## src/pkg/timer16_regs.vh

```
// constants for the 16-bit counter with input capture
`ifndef TIMER16_REGS_VH
`define TIMER16_REGS_VH

// byte locations on the cpu access port
`define LOC_COUNT_LOWER 2'h0
`define LOC_COUNT_UPPER 2'h1
`define LOC_CAPTURE_LOWER 2'h2
`define LOC_CAPTURE_UPPER 2'h3

// clock source select encodings
`define CS_STOPPED 3'h0
`define CS_SYSCLK 3'h1
`define CS_PRESCALE_A 3'h2
`define CS_PRESCALE_B 3'h3
`define CS_PRESCALE_C 3'h4
`define CS_PRESCALE_D 3'h5
`define CS_EXT_FALL 3'h6
`define CS_EXT_RISE 3'h7

// waveform mode encodings with special meaning here
`define WM_NORMAL 4'h0
`define WM_PC8 4'h1
`define WM_PC9 4'h2
`define WM_PC10 4'h3
`define WM_CTC_OCR 4'h4
`define WM_FAST8 4'h5
`define WM_FAST9 4'h6
`define WM_FAST10 4'h7
`define WM_PFC_ICR 4'h8
`define WM_PFC_OCR 4'h9
`define WM_PC_ICR 4'ha
`define WM_PC_OCR 4'hb
`define WM_CTC_ICR 4'hc
`define WM_FAST_ICR 4'he
`define WM_FAST_OCR 4'hf

// counter values
`define COUNT_BOTTOM 16'h0000
`define COUNT_MAX 16'hffff
`define TOP_8BIT 16'h00ff
`define TOP_9BIT 16'h01ff
`define TOP_10BIT 16'h03ff
`define COUNT_ONE 16'h0001

// reset values
`define CAPTURE_RESET 16'h0000
`define LATCH_RESET 8'h00
`define RDATA_RESET 8'h00
`define SYNC_RESET 3'h0
`define FILTER_HIST_RESET 3'h0

// noise filter depth in samples
`define FILTER_SAMPLES 4
`define FILTER_ALL_ONE 4'hf
`define FILTER_ALL_ZERO 4'h0

`endif

```

## src/hdl/timer16_counter_input_capture.v

```verilog
// 16-bit up/down counter with input capture and shared upper-byte latch
// Notes on behaviour
// RL1: 16-bit counter cleared, incremented or decremented per tick; max and zero flagged.
// RL2: count seen as two byte locations; upper location reaches the shared latch.
// RL3: lower read loads latch with counter upper; lower write loads counter from latch.
// RL4: lower write moves latched upper and written lower byte in one cycle.
// RL5: software writes upper byte first, reads lower byte first.
// RL6: latch keeps its value after a transfer, reusable for several writes.
// RL7: main-line code masks interrupts around two-byte accesses when sharing the latch.
// RL8: clock source zero stops the counter; other codes pick a tick source.
// RL9: counter accessible without ticks; cpu write beats clear or count.
// RL10: overflow flag set at mode-defined point and usable as interrupt request.
// RL11: qualifying edge on chosen trigger copies whole count into capture value.
// RL12: capture flag set with the copy; interrupt when its enable is one.
// RL13: capture flag clears on interrupt service or write of one.
// RL14: capture lower read loads latch; upper location returns latch.
// RL15: capture value writable only in modes using it as top value.
// RL16: trigger from capture pin, or comparator output when select bit set.
// RL17: switching trigger source may capture; software then clears the flag.
// RL18: filter and edge detector disabled in modes using capture value as top.
// RL19: pin observed even when driven by its own port output.
// RL20: filter output changes only after four equal consecutive samples.
// RL21: filter enabled by its bit, runs on system clock, adds four cycles.
// RL22: new capture overwrites capture value; no overrun protection.
// RL23: duty measurement: software flips edge after read, then clears flag.
// RL24: edge select bit chooses rising or falling trigger transition.
`timescale 1ns/100ps
`default_nettype none
`include "timer16_regs.vh"

module timer16_counter_input_capture (
	input wire clk,
	input wire arst_n,
	input wire [1:0] ioAddr,
	input wire ioRead,
	input wire ioWrite,
	input wire [7:0] ioWdata,
	output reg [7:0] ioRdata,
	input wire [2:0] clockSourceSelect,
	input wire [3:0] waveformModeSelect,
	input wire [3:0] prescaleTicks,
	input wire externalClockPin,
	input wire capturePinLevel,
	input wire comparatorOutput,
	input wire comparatorCaptureSelect,
	input wire captureFilterEnable,
	input wire captureEdgeRising,
	input wire captureIrqEnable,
	input wire captureIrqAck,
	input wire captureFlagClear,
	input wire overflowIrqEnable,
	input wire overflowIrqAck,
	input wire overflowFlagClear,
	output reg [15:0] timerCount,
	output reg [15:0] captureValue,
	output reg captureFlag,
	output reg overflowFlag,
	output wire captureIrq,
	output wire overflowIrq,
	output wire countAtMax,
	output wire countAtBottom,
	output wire timerTick
);

	// modes that take the capture value as top
	function icrTopMode;
		input [3:0] mode;
		begin
			icrTopMode = (mode == `WM_PFC_ICR) || (mode == `WM_PC_ICR) ||
				(mode == `WM_CTC_ICR) || (mode == `WM_FAST_ICR);
		end
	endfunction

	// modes that count up and down
	function dualSlopeMode;
		input [3:0] mode;
		begin
			dualSlopeMode = (mode == `WM_PC8) || (mode == `WM_PC9) || (mode == `WM_PC10) ||
				(mode == `WM_PFC_ICR) || (mode == `WM_PFC_OCR) ||
				(mode == `WM_PC_ICR) || (mode == `WM_PC_OCR);
		end
	endfunction

	// modes that restart from zero after top
	function singleSlopeTopMode;
		input [3:0] mode;
		begin
			singleSlopeTopMode = (mode == `WM_FAST8) || (mode == `WM_FAST9) ||
				(mode == `WM_FAST10) || (mode == `WM_FAST_ICR) || (mode == `WM_FAST_OCR);
		end
	endfunction

	function ctcMode;
		input [3:0] mode;
		begin
			ctcMode = (mode == `WM_CTC_OCR) || (mode == `WM_CTC_ICR);
		end
	endfunction

	// transition in the chosen direction between two samples
	function edgeSeen;
		input prev;
		input cur;
		input rising;
		begin
			edgeSeen = rising ? (cur & ~prev) : (~cur & prev);
		end
	endfunction

	// a synchronised level is taken once the last two stages agree
	function stagesAgree;
		input [2:0] stages;
		begin
			stagesAgree = (stages[1] == stages[2]);
		end
	endfunction

	// three-stage synchroniser outputs, change once stages two and three agree
	reg [2:0] extSync;
	reg [2:0] pinSync;
	reg [2:0] compSync;
	reg extLevel;
	reg pinLevel;
	reg compLevel;
	reg extLevelPrev;

	reg [7:0] upperLatch;
	reg countingDown;
	reg [2:0] filterShift;
	reg filterLevel;
	reg triggerPrev;

	reg [15:0] topValue;
	reg next_countingDown;
	reg [15:0] next_timerCount;
	reg tickSel;
	reg overflowEvent;

	wire icrTop = icrTopMode(waveformModeSelect);
	wire triggerRaw = comparatorCaptureSelect ? compLevel : pinLevel; // [RL16]
	wire [3:0] filterWindow = {filterShift, triggerRaw}; // [RL20]
	wire triggerLevel = captureFilterEnable ? filterLevel : triggerRaw; // [RL21]
	wire edgeMatch = edgeSeen(triggerPrev, triggerLevel, captureEdgeRising); // [RL24]
	wire captureEvent = edgeMatch & ~icrTop; // [RL18]

	wire writeCountLower = ioWrite && (ioAddr == `LOC_COUNT_LOWER);
	wire writeCaptureLower = ioWrite && (ioAddr == `LOC_CAPTURE_LOWER) && icrTop; // [RL15]
	wire writeUpper = ioWrite &&
		((ioAddr == `LOC_COUNT_UPPER) || (ioAddr == `LOC_CAPTURE_UPPER));
	wire readCountLower = ioRead && (ioAddr == `LOC_COUNT_LOWER);
	wire readCaptureLower = ioRead && (ioAddr == `LOC_CAPTURE_LOWER);

	assign countAtMax = (timerCount == `COUNT_MAX); // [RL1]
	assign countAtBottom = (timerCount == `COUNT_BOTTOM); // [RL1]
	assign captureIrq = captureFlag & captureIrqEnable; // [RL12]
	assign overflowIrq = overflowFlag & overflowIrqEnable; // [RL10]
	assign timerTick = tickSel;

	// synchronisers; the pin is read back whoever drives it
	always @(posedge clk or negedge arst_n) begin
		if (!arst_n) begin
			extSync <= `SYNC_RESET;
			pinSync <= `SYNC_RESET;
			compSync <= `SYNC_RESET;
			extLevel <= 1'b0;
			pinLevel <= 1'b0;
			compLevel <= 1'b0;
			extLevelPrev <= 1'b0;
		end else begin
			extSync <= {extSync[1:0], externalClockPin};
			pinSync <= {pinSync[1:0], capturePinLevel}; // [RL19]
			compSync <= {compSync[1:0], comparatorOutput};
			if (stagesAgree(extSync)) begin
				extLevel <= extSync[2];
			end
			if (stagesAgree(pinSync)) begin
				pinLevel <= pinSync[2];
			end
			if (stagesAgree(compSync)) begin
				compLevel <= compSync[2];
			end
			extLevelPrev <= extLevel;
		end
	end

	// tick source selection
	always @* begin
		case (clockSourceSelect)
			`CS_STOPPED: tickSel = 1'b0; // [RL8]
			`CS_SYSCLK: tickSel = 1'b1;
			`CS_PRESCALE_A: tickSel = prescaleTicks[0];
			`CS_PRESCALE_B: tickSel = prescaleTicks[1];
			`CS_PRESCALE_C: tickSel = prescaleTicks[2];
			`CS_PRESCALE_D: tickSel = prescaleTicks[3];
			`CS_EXT_FALL: tickSel = edgeSeen(extLevelPrev, extLevel, 1'b0);
			`CS_EXT_RISE: tickSel = edgeSeen(extLevelPrev, extLevel, 1'b1);
			default: tickSel = 1'b0;
		endcase
	end

	// top of the count sequence; compare-register tops fall back to max
	always @* begin
		case (waveformModeSelect)
			`WM_PC8, `WM_FAST8: topValue = `TOP_8BIT;
			`WM_PC9, `WM_FAST9: topValue = `TOP_9BIT;
			`WM_PC10, `WM_FAST10: topValue = `TOP_10BIT;
			`WM_PFC_ICR, `WM_PC_ICR, `WM_CTC_ICR, `WM_FAST_ICR: topValue = captureValue;
			default: topValue = `COUNT_MAX;
		endcase
	end

	// next count and overflow point per mode
	always @* begin
		next_timerCount = timerCount;
		next_countingDown = countingDown;
		overflowEvent = 1'b0;
		if (tickSel) begin
			if (dualSlopeMode(waveformModeSelect)) begin
				if (countingDown) begin
					if (timerCount == `COUNT_BOTTOM) begin
						next_countingDown = 1'b0;
						next_timerCount = timerCount + `COUNT_ONE;
					end else begin
						next_timerCount = timerCount - `COUNT_ONE; // [RL1]
						if (timerCount == `COUNT_ONE) begin
							overflowEvent = 1'b1; // [RL10]
						end
					end
				end else if (timerCount >= topValue) begin
					next_countingDown = 1'b1;
					next_timerCount = timerCount - `COUNT_ONE;
				end else begin
					next_timerCount = timerCount + `COUNT_ONE;
				end
			end else if (singleSlopeTopMode(waveformModeSelect)) begin
				next_countingDown = 1'b0;
				if (timerCount >= topValue) begin
					next_timerCount = `COUNT_BOTTOM; // [RL1]
					overflowEvent = 1'b1; // [RL10]
				end else begin
					next_timerCount = timerCount + `COUNT_ONE;
				end
			end else if (ctcMode(waveformModeSelect) && (timerCount == topValue)) begin
				next_countingDown = 1'b0;
				next_timerCount = `COUNT_BOTTOM;
				overflowEvent = (timerCount == `COUNT_MAX);
			end else begin
				next_countingDown = 1'b0;
				next_timerCount = timerCount + `COUNT_ONE; // [RL1]
				overflowEvent = (timerCount == `COUNT_MAX); // [RL10]
			end
		end
	end

	// counter and direction; cpu write has priority
	always @(posedge clk or negedge arst_n) begin
		if (!arst_n) begin
			timerCount <= `COUNT_BOTTOM;
			countingDown <= 1'b0;
		end else if (writeCountLower) begin
			timerCount <= {upperLatch, ioWdata}; // [RL3] [RL4] [RL9]
		end else begin
			timerCount <= next_timerCount;
			countingDown <= next_countingDown;
		end
	end

	// shared upper-byte latch, never cleared by a transfer
	always @(posedge clk or negedge arst_n) begin // [RL6]
		if (!arst_n) begin
			upperLatch <= `LATCH_RESET;
		end else if (writeUpper) begin
			upperLatch <= ioWdata; // [RL2]
		end else if (readCountLower) begin
			upperLatch <= timerCount[15:8]; // [RL3]
		end else if (readCaptureLower) begin
			upperLatch <= captureValue[15:8]; // [RL14]
		end
	end

	// read data; upper locations return the latch
	always @(posedge clk or negedge arst_n) begin
		if (!arst_n) begin
			ioRdata <= `RDATA_RESET;
		end else if (ioRead) begin
			case (ioAddr)
				`LOC_COUNT_LOWER: ioRdata <= timerCount[7:0];
				`LOC_CAPTURE_LOWER: ioRdata <= captureValue[7:0];
				default: ioRdata <= upperLatch; // [RL2] [RL14]
			endcase
		end
	end

	// noise filter and edge history
	always @(posedge clk or negedge arst_n) begin
		if (!arst_n) begin
			filterShift <= `FILTER_HIST_RESET;
			filterLevel <= 1'b0;
			triggerPrev <= 1'b0;
		end else begin
			// three held samples plus the current one: four cycles of delay
			filterShift <= {filterShift[1:0], triggerRaw}; // [RL21]
			if (filterWindow == `FILTER_ALL_ONE) begin
				filterLevel <= 1'b1; // [RL20]
			end else if (filterWindow == `FILTER_ALL_ZERO) begin
				filterLevel <= 1'b0; // [RL20]
			end
			triggerPrev <= triggerLevel;
		end
	end

	// capture value, overwritten by every capture
	always @(posedge clk or negedge arst_n) begin
		if (!arst_n) begin
			captureValue <= `CAPTURE_RESET;
		end else if (writeCaptureLower) begin
			captureValue <= {upperLatch, ioWdata}; // [RL4] [RL15]
		end else if (captureEvent) begin
			captureValue <= timerCount; // [RL11] [RL22]
		end
	end

	// flags: setting wins over clearing
	always @(posedge clk or negedge arst_n) begin
		if (!arst_n) begin
			captureFlag <= 1'b0;
			overflowFlag <= 1'b0;
		end else begin
			if (captureEvent) begin
				captureFlag <= 1'b1; // [RL12]
			end else if (captureIrqAck || captureFlagClear) begin
				captureFlag <= 1'b0; // [RL13] [RL17]
			end
			if (overflowEvent && !writeCountLower) begin
				overflowFlag <= 1'b1; // [RL10]
			end else if (overflowIrqAck || overflowFlagClear) begin
				overflowFlag <= 1'b0;
			end
		end
	end

endmodule
`default_nettype wire

```

## config.mk

```make
export PLATFORM = sky130hd
export DESIGN_NAME = timer16_counter_input_capture
export DESIGN_NICKNAME = d
export VERILOG_FILES = /design/src/hdl/timer16_counter_input_capture.v
export VERILOG_INCLUDE_DIRS = /design/src /design/src/pkg
export SDC_FILE = /design/constraint.sdc
export NUM_CORES = 1
export LEC_CHECK = 0
export BUFFER_PORTS_ARGS = -buffer_cell sky130_fd_sc_hd__clkbuf_2
export CORE_MARGIN = 2
export CORE_UTILIZATION = 56
export CTS_CLUSTER_DIAMETER = 30
export DETAILED_ROUTE_END_ITERATION = 6
export PLACE_DENSITY_LB_ADDON = 0.25
export SKIP_CTS_REPAIR_TIMING = 1
export SYNTH_ARGS = -nofsm -noshare
export SYNTH_HDL_FRONTEND = slang
export SYNTH_SLANG_ARGS = --single-unit
```

## constraint.sdc

```tcl
create_clock -name clk -period 3.3 [get_ports clk]
set_clock_uncertainty 0.2 [all_clocks]
set_input_delay 0.165 -clock clk [delete_from_list [all_inputs] [get_ports clk]]
set_output_delay 0.165 -clock clk [all_outputs]
set_load 0.05 [all_outputs]
```

==> run_results.csv <==
group,metric,value,unit
cells_and_area,final_cell_mix,"clkbuf_2, dfrtp_1, nand2_1, mux2i_1, o21ai_0",
clocking,clockBufferDepth,2,
synth,yosysUniqueCellTypes,53,
synth,syn_area,4395,um2
setup_path,critPathTopFamily,"compound AO/OA/AOI/OAI gates",
floorplan,core_area,7647,um2
global_routing,grt_pass1_wl,19950,um
cells_and_area,fin_nets,639,
cells_and_area,layout_commonest_cell,"clkbuf_2",
synth,syn_area_per_cell,9.352,um2
global_routing,grtUsageTotal,0.3048,
power,p_total,4.416,mW
synth,yosysWarnings,0,
route,antenna_left,0,
route,totalWireLength,12870,um
sta,fin_crit,3189,ps
sta,slew_violations,0,
setup_path,rrSetupSlack,110,ps
cells_and_area,n_antenna_cell,0,
sta,worst_pin_slew,628.9,ps
cells_and_area,drive_above_1_share,0.2743,
global_routing,grt_overflow,0,
synth,synthCells,470,
power,p_leak,2.666,nW
cells_and_area,final_core_utilization,0.7052,
sta,hold_viol,0,
sta,min_period_over_period,0.9664,
run,maxCapViolations,0,
sta,rsz0062_at_grt,"false",
sta,fmax,0.3136,GHz
setup_path,path_class,"reg2reg",
setup_path,path_max_fanout,9,
clocking,cts_buffers,9,
synth,synth_edf_count,0,
route,m1WireLength,5369,um
setup_path,cpPeakStageDelay,470,ps
route,route.met2.wl,5980,um
placement,dpl-instance-area,5019,um2
global_routing,antenna_found_initial,0,
floorplan,die_h,92.60,um
sta,setup_violations,0,
clocking,clock_sinks,69,
global_routing,grt_max_degree,40,
synth,ys_ff_latch,69,
floorplan,ios,84,
route,drt_first_pass_iters,7,
clocking,clkTransAtPathRegs,90,ps
power,p_per_area,818.9,nW/um2
clocking,htreeDepth,3,
floorplan,die-area,8574,um2
route,drtIter0Drc,435,
setup_path,slowest_stage,"dfrtp_1",
route,vias,4151,
sta,finalSetupTns,0,ps
floorplan,initial_core_util,0.5748,
placement,io_buffers,83,
floorplan,die_x,92.60,um
placement,gp_congestion,0.9505,
synth,yosysSeqAreaShare,0.3928,
clocking,cts_tree,"built",
setup_path,crit_path_cell_trace,"or2_2 -> ha_1 -> and4_1 -> o31ai_1 -> o211ai_1 -> o211ai_4 -> buf_6 -> mux2i_1 -> xor2_1 -> a221o_1",
min_path,hold_path_class,"in2reg",
cells_and_area,area_delta_synth_final,22.69,%
clocking,clockRootBuffer,"clkbuf_8",
synth,synth_nets,527,
route,top_layer,"met4",
outcome,run_status,"finished, final reports clean",
setup_path,path_buf_inv,1,
power,ir_drop,0.5369,mV
placement,hpwl,9414,um
setup_path,required,3340,ps
sta,relSlewSlack,0.5807,
route,vias_per_cell,6.025,
route,drc,0,
route,wl_met3,1221,um
floorplan,rows,32,
clocking,clkLatencyLatePin,350,ps
route,wl_per_cell,18.67,um
setup_path,start_kind,"flip-flop",
cells_and_area,fin_area,5393,um2
setup_path,critPathCaptureType,"flip-flop",
synth,async_reset_ff_frac,1.000,
setup_path,cp.arrival,3230,ps
synth,dominantRegCellSynth,"dfrtp_1",
global_routing,grt_pass1_vias,3891,
[cell families (layout without fill, tap and decap cells)]
| family | count (synthesis) | count (layout) | share of synthesized area |
|---|---|---|---|
| compound gates | 100 | 100 | 0.1423 |
| xor+xnor | 15 | 15 | 0.02989 |
| fa+ha+maj | 23 | 23 | 0.06376 |
| buf+inv | 38 | 155 | 0.04099 |
| flops | 69 | 69 | 0.3928 |
| mux | 59 | 59 | 0.1395 |
| simple gates | 166 | 166 | 0.1907 |
[cell type report]
| type | instances | area [um2] |
|---|---|---|
| Timing Repair Buffer | 132 | 832.0 |
| Tap cell | 102 | 127.6 |
| Inverter | 7 | 26.28 |
| Clock buffer | 9 | 123.9 |
| Fill cell | 610 | 2255 |
| Sequential cell | 69 | 1727 |
| Multi-Input combinational cell | 363 | 2506 |
| Clock inverter | 7 | 50.05 |
[flip-flops by register name, summed over array words and instances (netlist names)]
name / cells
extLevel: 1
compLevel: 1
countingDown: 1
overflowFlag: 1
timerCount: 16
captureFlag: 1
pinLevel: 1
upperLatch: 8
triggerPrev: 1
ioRdata: 8
filterShift: 3
pinSync: 3
filterLevel: 1
extSync: 3
extLevelPrev: 1
compSync: 3
captureValue: 16
[final timing paths]
kind | startpoint | to | cells past startpoint
max | captureValue[0]$_DFFE_PN0P_ | timerCount[13]$_DFFE_PN0P_ | 10
min | waveformModeSelect[3] | overflowFlag$_DFFE_PN0P_ | 4
max reg2reg | captureValue[0]$_DFFE_PN0P_ | timerCount[13]$_DFFE_PN0P_ | 10
min reg2reg | compSync[0]$_DFF_PN0_ | compSync[1]$_DFF_PN0_ | 0
max in group asynchronous | arst_n | ioRdata[2]$_DFFE_PN0P_ | 3
min in group asynchronous | arst_n | compSync[0]$_DFF_PN0_ | 2
[Yosys cell counts, types with 2 or more instances]
library cell  count  area, um2
xor2_1            9      78.83
nor2_1           25      93.84
or3_1             2      12.51
o21ai_1          24      120.1
nor3_1           11      55.05
nand3b_1          3      22.52
nand2b_1          6      37.54
o21ai_0          39      195.2
nand2_1          64      240.2
mux2i_1          41      410.4
or4_4             2      22.52
nand4_1           2      12.51
xnor2_1           6      52.55
and3_1           19      118.9
dfrtp_1          69       1727
nor2b_1           3      18.77
nand3_1          11      55.05
ha_1             20      250.2
a221o_1          16      160.2
buf_6             2      22.52
buf_2             2      10.01
mux2_2           17      191.4
and2_1            4      25.02
maj3_1            3      30.03
a21oi_1          10      50.05
inv_1             6      22.52
clkbuf_1         24      90.09
and4_1            3      26.28
or2_2             2      12.51
nor4_1            2      12.51
[per-layer routing]
metal / up-vias / GRT usage
li1: 1912 / -
met1: 1981 / 0.4224
met2: 235 / 0.4672
met3: 23 / 0.06998
met4: 0 / 0.1157
met5: - / 0
[where the power goes]
| part | switching, mW | internal [mW] | leakage, nW |
|---|---|---|---|
| Clock | 0.354 | 0.275 | 0.0820 |
| Combinational | 1.57 | 0.787 | 1.72 |
| Sequential | 0.342 | 1.09 | 0.862 |
| Total | 2.27 | 2.15 | 2.67 |
[worst reg2reg max path, delay by kind of cell, from the launching register on]
kind | cells | cell delay [ps]
AO/OA/AOI/OAI | 4 | 990
multiplexers | 1 | 280
AND/OR/NAND/NOR | 2 | 540
flip-flops | 1 | 470
XOR/XNOR | 1 | 100
adder cells (fa/ha/maj) | 1 | 280
buffers and inverters | 1 | 210
[through the flow]
step | worst slack, ps | std cells | hold WS, ps
2_1_floorplan | 119.3 | 470 | -330.6
3_5_place_dp | 21.83 | 654 | 9.150
5_1_grt | 2.444 | 689 | 139.1
4_1_cts | 52.60 | 670 | -373.5
6_report | 110.9 | 689 | 116.1
3_3_place_gp | 125.1 | 654 | 9.270
Power figures use the tool's default switching activity.
